<file path="config.mk">
export PLATFORM = sky130hd
export DESIGN_NAME = bstse_exec
export DESIGN_NICKNAME = d
export VERILOG_FILES = /design/src/design/bstse_pkg.sv /design/src/design/bstse_exec.sv
export SDC_FILE = /design/constraint.sdc
export NUM_CORES = 1
export LEC_CHECK = 0
export ABC_AREA = 1
export BUFFER_PORTS_ARGS = -buffer_cell sky130_fd_sc_hd__buf_2
export CAP_MARGIN = 25
export CORE_ASPECT_RATIO = 1.4
export CORE_UTILIZATION = 47
export DETAILED_ROUTE_END_ITERATION = 8
export MAX_ROUTING_LAYER = met4
export PLACE_DENSITY = 0.9
export SLEW_MARGIN = 20
export SYNTH_ARGS = -nofsm -noshare
export SYNTH_HDL_FRONTEND = slang
export SYNTH_SLANG_ARGS = --single-unit
</file>
<file path="constraint.sdc">
create_clock -name CLK_SYS_IN -period 2.37 [get_ports CLK_SYS_IN]
set_input_delay 0.1185 -clock CLK_SYS_IN [delete_from_list [all_inputs] [get_ports CLK_SYS_IN]]
set_output_delay 0.1185 -clock CLK_SYS_IN [all_outputs]
set_load 0.005 [all_outputs]
</file>
<file path="src/design/bstse_pkg.sv">
// package for the bit set / bit test skip execute block
// assumes 12-bit instruction words and an 8-bit, 32-entry register file
package bstse_pkg;
	localparam int          INSN_W        = 12;
	localparam int          DATA_W        = 8;
	localparam int          ADDR_W        = 5;
	localparam int          BIT_W         = 3;
	localparam int          OPC_MSB       = 11;
	localparam int          OPC_LSB       = 8;
	localparam int          BIT_MSB       = 7;
	localparam int          BIT_LSB       = 5;
	localparam int          ADDR_MSB      = 4;
	localparam int          ADDR_LSB      = 0;
	localparam logic [3:0]  OPC_SET_BIT   = 4'h5;
	localparam logic [3:0]  OPC_SKIP_CLR  = 4'h6;
	localparam logic [3:0]  OPC_SKIP_SET  = 4'h7;
	localparam logic [11:0] NOP_WORD      = 12'h000;
	localparam int          SKIP_CYCLES   = 2;

	typedef enum logic [2:0] {
		BSTSE_ST_RUN  = 3'b001,
		BSTSE_ST_READ = 3'b010,
		BSTSE_ST_KILL = 3'b100
	} bstse_state_t;

	typedef struct packed {
		logic              valid;
		logic [ADDR_W-1:0] addr;
		logic [DATA_W-1:0] data;
	} bstse_wr_t;
endpackage

</file>
<file path="src/design/bstse_exec.sv">
// decode and execute of set-bit and the two bit-test-and-skip instructions
// assumes the fetch stage presents one word per instruction cycle with a valid
// strobe, and the register file answers a read combinationally on the same cycle
`timescale 1ns/1ps
module bstse_exec (
	input  wire logic                         CLK_SYS_IN,
	input  wire logic                         RESET_N_IN,
	input  wire logic                         INSN_VALID_IN,
	input  wire logic [bstse_pkg::INSN_W-1:0] INSN_IN,
	input  wire logic [bstse_pkg::DATA_W-1:0] RD_DATA_IN,
	output logic      [bstse_pkg::ADDR_W-1:0] RD_ADDR_OUT,
	output logic                              WR_EN_OUT,
	output logic      [bstse_pkg::ADDR_W-1:0] WR_ADDR_OUT,
	output logic      [bstse_pkg::DATA_W-1:0] WR_DATA_OUT,
	output logic                              SKIP_OUT,
	output logic                              NOP_EXEC_OUT,
	output logic                              HANDLED_OUT
);
	// decoded fields shared by all three instructions
	logic [3:0]                        opc;
	logic [bstse_pkg::BIT_W-1:0]       bit_sel;
	logic [bstse_pkg::ADDR_W-1:0]      reg_addr;
	logic [bstse_pkg::DATA_W-1:0]      bit_hit;
	logic [bstse_pkg::DATA_W-1:0]      set_data;
	logic [bstse_pkg::DATA_W-1:0]      sel_and;
	logic                              sel_bit;

	// decode strobes
	logic                              take;
	logic                              kill;
	logic                              set_register_bit_op;
	logic                              skip_when_bit_clear_op;
	logic                              skip_when_bit_set_op;
	logic                              test_op;
	logic                              skip_now;

	// sequencing state
	bstse_pkg::bstse_state_t           state_r;
	bstse_pkg::bstse_state_t           state_nxt;

	// registered results
	bstse_pkg::bstse_wr_t              wr_r;
	bstse_pkg::bstse_wr_t              wr_nxt;
	logic                              skip_r;
	logic                              skip_nxt;
	logic                              nop_r;
	logic                              nop_nxt;
	logic                              hand_r;
	logic                              hand_nxt;

	assign opc      = INSN_IN[bstse_pkg::OPC_MSB:bstse_pkg::OPC_LSB];
	assign bit_sel  = INSN_IN[bstse_pkg::BIT_MSB:bstse_pkg::BIT_LSB];
	assign reg_addr = INSN_IN[bstse_pkg::ADDR_MSB:bstse_pkg::ADDR_LSB];

	// the file answers in the same cycle, so the read address is not registered
	assign RD_ADDR_OUT = reg_addr;

	// one lane per data bit: its hit, its set value and its share of the test
	for (genvar i = 0; i < bstse_pkg::DATA_W; i++) begin : g_lane
		localparam int LANE = i;

		assign bit_hit[i]  = (bit_sel == LANE[bstse_pkg::BIT_W-1:0]);
		assign set_data[i] = RD_DATA_IN[i] | bit_hit[i];
		assign sel_and[i]  = RD_DATA_IN[i] & bit_hit[i];
	end

	// exactly one lane hits, so the or of all lanes is the tested bit
	assign sel_bit = |sel_and;

	// while a kill is armed the word on the bus is the discarded prefetch
	assign kill = (state_r == bstse_pkg::BSTSE_ST_KILL);
	assign take = INSN_VALID_IN && !kill;

	always_comb begin
		set_register_bit_op    = 1'b0;
		skip_when_bit_clear_op = 1'b0;
		skip_when_bit_set_op   = 1'b0;
		if (take) begin
			case (opc)
				bstse_pkg::OPC_SET_BIT: begin
					set_register_bit_op = 1'b1;
				end
				bstse_pkg::OPC_SKIP_CLR: begin
					skip_when_bit_clear_op = 1'b1;
				end
				bstse_pkg::OPC_SKIP_SET: begin
					skip_when_bit_set_op = 1'b1;
				end
				default: begin
					// other opcodes belong to other execute units
					set_register_bit_op = 1'b0;
				end
			endcase
		end
	end

	// a test never reaches the write port, so registers and flags stay put
	assign test_op  = skip_when_bit_clear_op || skip_when_bit_set_op;
	assign skip_now = (skip_when_bit_clear_op && !sel_bit)
		|| (skip_when_bit_set_op && sel_bit);

	always_comb begin
		state_nxt = state_r;
		case (state_r)
			bstse_pkg::BSTSE_ST_RUN: begin
				if (skip_now) begin
					state_nxt = bstse_pkg::BSTSE_ST_KILL;
				end else begin
					state_nxt = bstse_pkg::BSTSE_ST_RUN;
				end
			end
			bstse_pkg::BSTSE_ST_KILL: begin
				// a fetch stall keeps the kill armed so the skip still costs a cycle
				if (INSN_VALID_IN) begin
					state_nxt = bstse_pkg::BSTSE_ST_RUN;
				end else begin
					state_nxt = bstse_pkg::BSTSE_ST_KILL;
				end
			end
			default: begin
				// unused code: fall back to normal decode
				state_nxt = bstse_pkg::BSTSE_ST_RUN;
			end
		endcase
	end

	always_ff @(posedge CLK_SYS_IN) begin
		// reset drops a pending kill: the first word after it is a fresh one
		if (!RESET_N_IN) begin
			state_r <= bstse_pkg::BSTSE_ST_RUN;
		end else begin
			state_r <= state_nxt;
		end
	end

	// write lands one cycle late; a read of that register meanwhile is stale
	always_comb begin
		wr_nxt = '0;
		if (set_register_bit_op) begin
			wr_nxt.valid = 1'b1;
			wr_nxt.addr  = reg_addr;
			wr_nxt.data  = set_data;
		end
	end

	always_ff @(posedge CLK_SYS_IN) begin
		if (!RESET_N_IN) begin
			wr_r <= '0;
		end else begin
			wr_r <= wr_nxt;
		end
	end

	always_comb begin
		skip_nxt = 1'b0;
		if (skip_when_bit_clear_op && !sel_bit) begin
			skip_nxt = 1'b1;
		end
		if (skip_when_bit_set_op && sel_bit) begin
			skip_nxt = 1'b1;
		end
	end

	always_ff @(posedge CLK_SYS_IN) begin
		if (!RESET_N_IN) begin
			skip_r <= 1'b0;
		end else begin
			skip_r <= skip_nxt;
		end
	end

	// nop marks the dropped word, never a stall cycle
	always_comb begin
		nop_nxt = 1'b0;
		if (kill && INSN_VALID_IN) begin
			nop_nxt = 1'b1;
		end
	end

	always_ff @(posedge CLK_SYS_IN) begin
		if (!RESET_N_IN) begin
			nop_r <= 1'b0;
		end else begin
			nop_r <= nop_nxt;
		end
	end

	always_comb begin
		hand_nxt = 1'b0;
		if (set_register_bit_op) begin
			hand_nxt = 1'b1;
		end
		if (test_op) begin
			hand_nxt = 1'b1;
		end
	end

	always_ff @(posedge CLK_SYS_IN) begin
		if (!RESET_N_IN) begin
			hand_r <= 1'b0;
		end else begin
			hand_r <= hand_nxt;
		end
	end

	// every output but the read address comes straight from a register
	assign WR_EN_OUT    = wr_r.valid;
	assign WR_ADDR_OUT  = wr_r.addr;
	assign WR_DATA_OUT  = wr_r.data;
	assign SKIP_OUT     = skip_r;
	assign NOP_EXEC_OUT = nop_r;
	assign HANDLED_OUT  = hand_r;
endmodule

</file>
* Word-level counts from Yosys, hierarchy flattened *
Index checks and enable logic that the tools add are counted.

word-level totals
  register bits after elaboration = 20
  output and inout port bits = 22
  logic and storage cells = 61

operators by class
  equality and inequality tests = 12
  multiplexer cells = 15
  bitwise gates (word level) = 16
  reduce and logical (&&, ||, !) cells = 11

operators with widths
  cell                                           number
  == test 3 bit, second input constant           5
  2-to-1 mux 14 bit                              1
  == test 4 x 3 -> 1 bit, second input constant  3
  2-to-1 mux 1 bit                               11
  AND 1 bit                                      8
  OR 1 bit                                       8
  OR reduction 8 bit                             1
  == test 3 x 1 -> 1 bit, second input constant  2
  == test 3 x 2 -> 1 bit, second input constant  2
  2-to-1 mux 3 bit                               2
  one-hot mux 3 bit (2 select lines)             1
  logical AND 1 bit                              4
  zero test 3 bit                                1
  zero test 1 bit                                2
  logical OR 1 bit                               2
  AND reduction 2 bit                            1

* Longest topological paths before layout *
  depth in word-level cells = 8
  mapped depth = 10
  mapped depth without buffers = 10

* Worst setup path before layout *
OpenSTA, ideal clock, no wires.

  path kind = register -> register
  start = register state_r[0]
  end = register state_r[0]
  setup time = 0.122 ns
  arrival = 1.138 ns
  required time = 2.248 ns
  setup slack = 1.110 ns
  cell stages (with the launch flop) = 11
  path buffers = 0
  clock period less this slack = 1.260 ns
  path through = dfxtp_1 -> inv_1 -> ha_1 -> inv_1 -> nand2_1 -> nor2_2 -> nand3_1 -> nand2_1 -> nand2_1 -> nand2_1 -> nand3b_1

on the way
  word-level cells in the longest chain between the ends = 8
  elaborated cells on any way between the ends = 11
  classes of those cells = eq/ne: 2; mux: 4; reduce/logical: 5

ends and longest elaborated chain
  what                                    RTL line                             text
  start: declaration                      bstse_exec.sv:38                     bstse_pkg::bstse_state_t state_r;
  start signal: assignment                bstse_exec.sv:130                    state_r <= bstse_pkg::BSTSE_ST_RUN;
  start signal: assignment                bstse_exec.sv:132                    state_r <= state_nxt;
  == test 3 bit                           bstse_exec.sv:71, bstse_exec.sv:104
  zero test 1 bit                         bstse_exec.sv:72                     assign take = INSN_VALID_IN && !kill;
  logical AND 1 bit                       bstse_exec.sv:72
  2-to-1 mux 1 bit                        bstse_exec.sv:78                     if (take) begin
  logical AND 1 bit (on tied branches)    bstse_exec.sv:99, bstse_exec.sv:100
  logical OR 1 bit                        bstse_exec.sv:100                    || (skip_when_bit_set_op && sel_bit);
  2-to-1 mux 3 bit                        bstse_exec.sv:106                    if (skip_now) begin
  one-hot mux 3 bit (2 select lines) (*)  bstse_exec.sv:104                    case (state_r)

Mark *: on every way between the ends. The rest lies on a longest branch, timed or not.
A chain may end at the register's enable or synchronous reset.

* Worst setup path in the final report *
  start = register state_r[0]
  end = register wr_r (netlist bit WR_DATA_OUT[1])

on the way
  word-level cells in the longest chain between the ends = 5

ends and longest elaborated chain
  what                                  RTL line           text
  == test 3 bit                         bstse_exec.sv:71   assign kill = (state_r == bstse_pkg::BSTSE_ST_KILL);
  zero test 1 bit                       bstse_exec.sv:72
  logical AND 1 bit                     bstse_exec.sv:72
  2-to-1 mux 1 bit                      bstse_exec.sv:78
  AND reduction 2 bit (no source line)  n/a
  end signal: assignment                bstse_exec.sv:150  wr_r <= wr_nxt;
  end: declaration                      bstse_exec.sv:42   bstse_pkg::bstse_wr_t wr_r;

No other way between the ends.

==> results.sh <==
export IMPL_drt_first_iter_violations=23
export IMPL_yosys_warnings=0
export IMPL_syn_to_final_growth_pct=23.5
export IMPL_synth_avg_cell_area_sq_um=8.27
export IMPL_viasPerCell=4.86
export IMPL_fillers=168
export IMPL_r2r_end="WR_DATA_OUT[1]$_SDFF_PN0_"
export IMPL_setup_violations=0
export IMPL_h_tree_depth=1
export IMPL_ios=45
export IMPL_placed_cell_area_sq_um=1040
export IMPL_gp_congestion=0.789
export IMPL_antenna_found_initial=0
export IMPL_worst_pin_slew_ps=223
export IMPL_tns_ps=0
export IMPL_synth_seq_area_share_pct=43.8
export IMPL_power_total_uw=598
export IMPL_crit_start="state_r[0]$_SDFF_PN1_"
export IMPL_wl_per_cell_um=10.2
export IMPL_clockBufferDepth=2
export IMPL_syn_num_nets=130
export IMPL_clk_latency_ps=290
export IMPL_crit_type="reg -> reg"
export IMPL_crit_path_top_delay_cell="dfxtp_1"
export IMPL_totalWireLength_um=1680
export IMPL_cpPeakStageDelay_ps=350
export IMPL_cts_setup_buffers=0
export IMPL_start_util_pct=49.4
export IMPL_crit_top_cell="inv_1"
export IMPL_final_common_cell="buf_2"
export IMPL_p_comb_share_pct=16.9
export IMPL_hp_start="INSN_IN[3]"
export IMPL_numPortBuffers=44
export IMPL_skew_ps=6.76
export IMPL_cp_cell_sequence="inv_1 -> ha_1 -> inv_1 -> nand2_1 -> nor2_2 -> nand4_4 -> inv_2 -> o21a_1"
export IMPL_start_kind="flip-flop"
export IMPL_rsz0062_at_grt="false"
export IMPL_cp_endpoint="WR_DATA_OUT[1]$_SDFF_PN0_"
export IMPL_slew_violations=0
export IMPL_cp_depth=8
export IMPL_fmax_mhz=691
export IMPL_critPathArrivalTime_ps=1690
export IMPL_r2r_cells=8
export IMPL_finalCoreUtilization_pct=61.0
export IMPL_drive_gt1_share_pct=40.7
export IMPL_core_sq_um=1760
export IMPL_seq_power_share_pct=55.7
export IMPL_die_x_um=38.3
export IMPL_diodes=0
export IMPL_ctsHoldBuffers=0
export IMPL_path_delay_family="simple AND/OR/NAND/NOR gates"
export IMPL_finalCritPeriodShare_pct=61.1
export IMPL_power_density_nw_per_um2=557
export IMPL_grt_pass1_wl_um=2520
export IMPL_grt_max_degree=13
export IMPL_ir_drop_uv=473
export IMPL_drt_drc_violations_left=0
export IMPL_cts_tree="built"
export IMPL_numCtsBuffers=3
export IMPL_rows=18
export IMPL_net_switching_power_uw=161
export IMPL_holdCritPathClass="in -> reg"
export IMPL_synth_seq_cells=19
export IMPL_r2r_start="state_r[0]$_SDFF_PN1_"
export IMPL_cts_sinks=19
export IMPL_internal_power_uw=436
export IMPL_die_h_um=52.9
export IMPL_multiInputGateArea_sq_um=349
export IMPL_hpwl_um=1400
export IMPL_min_period_ps=1450
export IMPL_r2r_setup_slack_ps=920
export IMPL_synth_cell_types=21
export IMPL_status="finished clean"
export IMPL_path_buf_inv=3
export IMPL_drt_pass1_iter_count=4
export IMPL_synthCells=105
export IMPL_hold_viol=0
export IMPL_p_leak_uw=0.000598
export IMPL_drv_cap=0
export IMPL_end_kind="flip-flop"
export IMPL_clockPowerShare_pct=27.3
export IMPL_path_clk_slew_ps=110
export IMPL_via_count=802
export IMPL_layout_common_cells="44 x buf_2, 19 x dfxtp_1, 15 x nor2_1, 12 x inv_1, 11 x nand2_1"
export IMPL_final_antenna_net_count=0
export IMPL_grt_pass1_vias=683
export IMPL_nets=171
export IMPL_p_sw_share_pct=27.0
export IMPL_fin_area_sq_um=1070
export IMPL_seqCellArea_sq_um=380
export IMPL_clock_root_buffer="clkbuf_4"
export IMPL_postCtsResizedCells=0
export IMPL_path_max_fanout=9
export IMPL_synth_cell_area_sq_um=868
export IMPL_globalRoute_totalOverflow=0
export IMPL_required_ps=2610
export IMPL_grt_usage_pct=17.5
export IMPL_die_area_sq_um=2030
export IMPL_slew_headroom_pct=85.1
power by group through the flow:
stage / logic, uW / clock network, uW / registers (uW)
6_report: 101 / 163 / 333
5_1_grt: 113 / 180 / 334
4_1_cts: 102 / 168 / 333
3_5_place_dp: 101 / 0 / 341
3_3_place_gp: 95.3 / 0 / 339
2_1_floorplan: 69.9 / 0 / 340
cells in the mapped netlist, drive strengths merged:
cell    number  area share, %
inv         16            7.8
buf          8            8.2
nand2       11            4.8
nand4        7            6.8
a31oi        1           0.72
nand3b       1           0.86
o21a         5            4.3
a21oi        4            2.3
nor2        18            9.2
ha           2            2.9
or2          2            1.4
nand3        6            4.0
nor3         5            2.9
dfxtp       19             44
through the flow:
step / std cells / hold slack [ps] / setup slack [ps]
floorplan: 105 / 231 / 1110
global placement: 161 / 341 / 1030
CTS: 165 / 26.7 / 909
global route: 165 / 34.8 / 796
detailed placement: 161 / 346 / 938
finish: 165 / 29.4 / 922
state kept, by name (all words and copies together), names as in the netlist:
name	cells
WR_DATA_OUT	8
WR_ADDR_OUT	5
state_r	2
HANDLED_OUT	1
NOP_EXEC_OUT	1
SKIP_OUT	1
WR_EN_OUT	1
worst min path at each step:
stage | to | slack (ps) | depth (start not counted)
3_5_place_dp | WR_DATA_OUT[2]$_SDFF_PN0_ | 350 | 2
2_1_floorplan | WR_ADDR_OUT[0]$_SDFF_PN0_ | 230 | 2
4_1_cts | WR_ADDR_OUT[0]$_SDFF_PN0_ | 30 | 3
5_1_grt | WR_DATA_OUT[2]$_SDFF_PN0_ | 30 | 2
3_3_place_gp | WR_ADDR_OUT[2]$_SDFF_PN0_ | 340 | 3
6_report | WR_ADDR_OUT[3]$_SDFF_PN0_ | 30 | 3
routing by layer:
metal,vias to the layer above,GRT usage [%],part of all wire (%)
met3,0,2.94,7.7
li1,412,-,-
met5,-,-,0
met1,354,17.0,37
met2,36,32.5,55
met4,0,7.74,0
tightest hold or removal path, delay by kind of cell:
kind | cells | cell delay (ps)
buffers and inverters | 2 | 140
and+or+nand+nor | 1 | 30
final cells by class:
type                            instances  share of cell area (%)
Clock buffer                            3                    2.10
Clock inverter                          1                   0.700
Inverter                               16                    6.30
Multi-Input combinational cell         62                    32.6
Sequential cell                        19                    35.5
Tap cell                               20                    2.33
Timing Repair Buffer                   44                    20.5
logic make-up after synthesis:
| logic type | share of synthesized area (%) |
|---|---|
| buffers and inverters | 16.0 |
| adders and majority gates | 2.88 |
| AOI/OAI and AO/OA | 7.35 |
| and+or+nand+nor | 30.0 |
| DFF | 43.8 |
(Power assumes the default switching activity.)
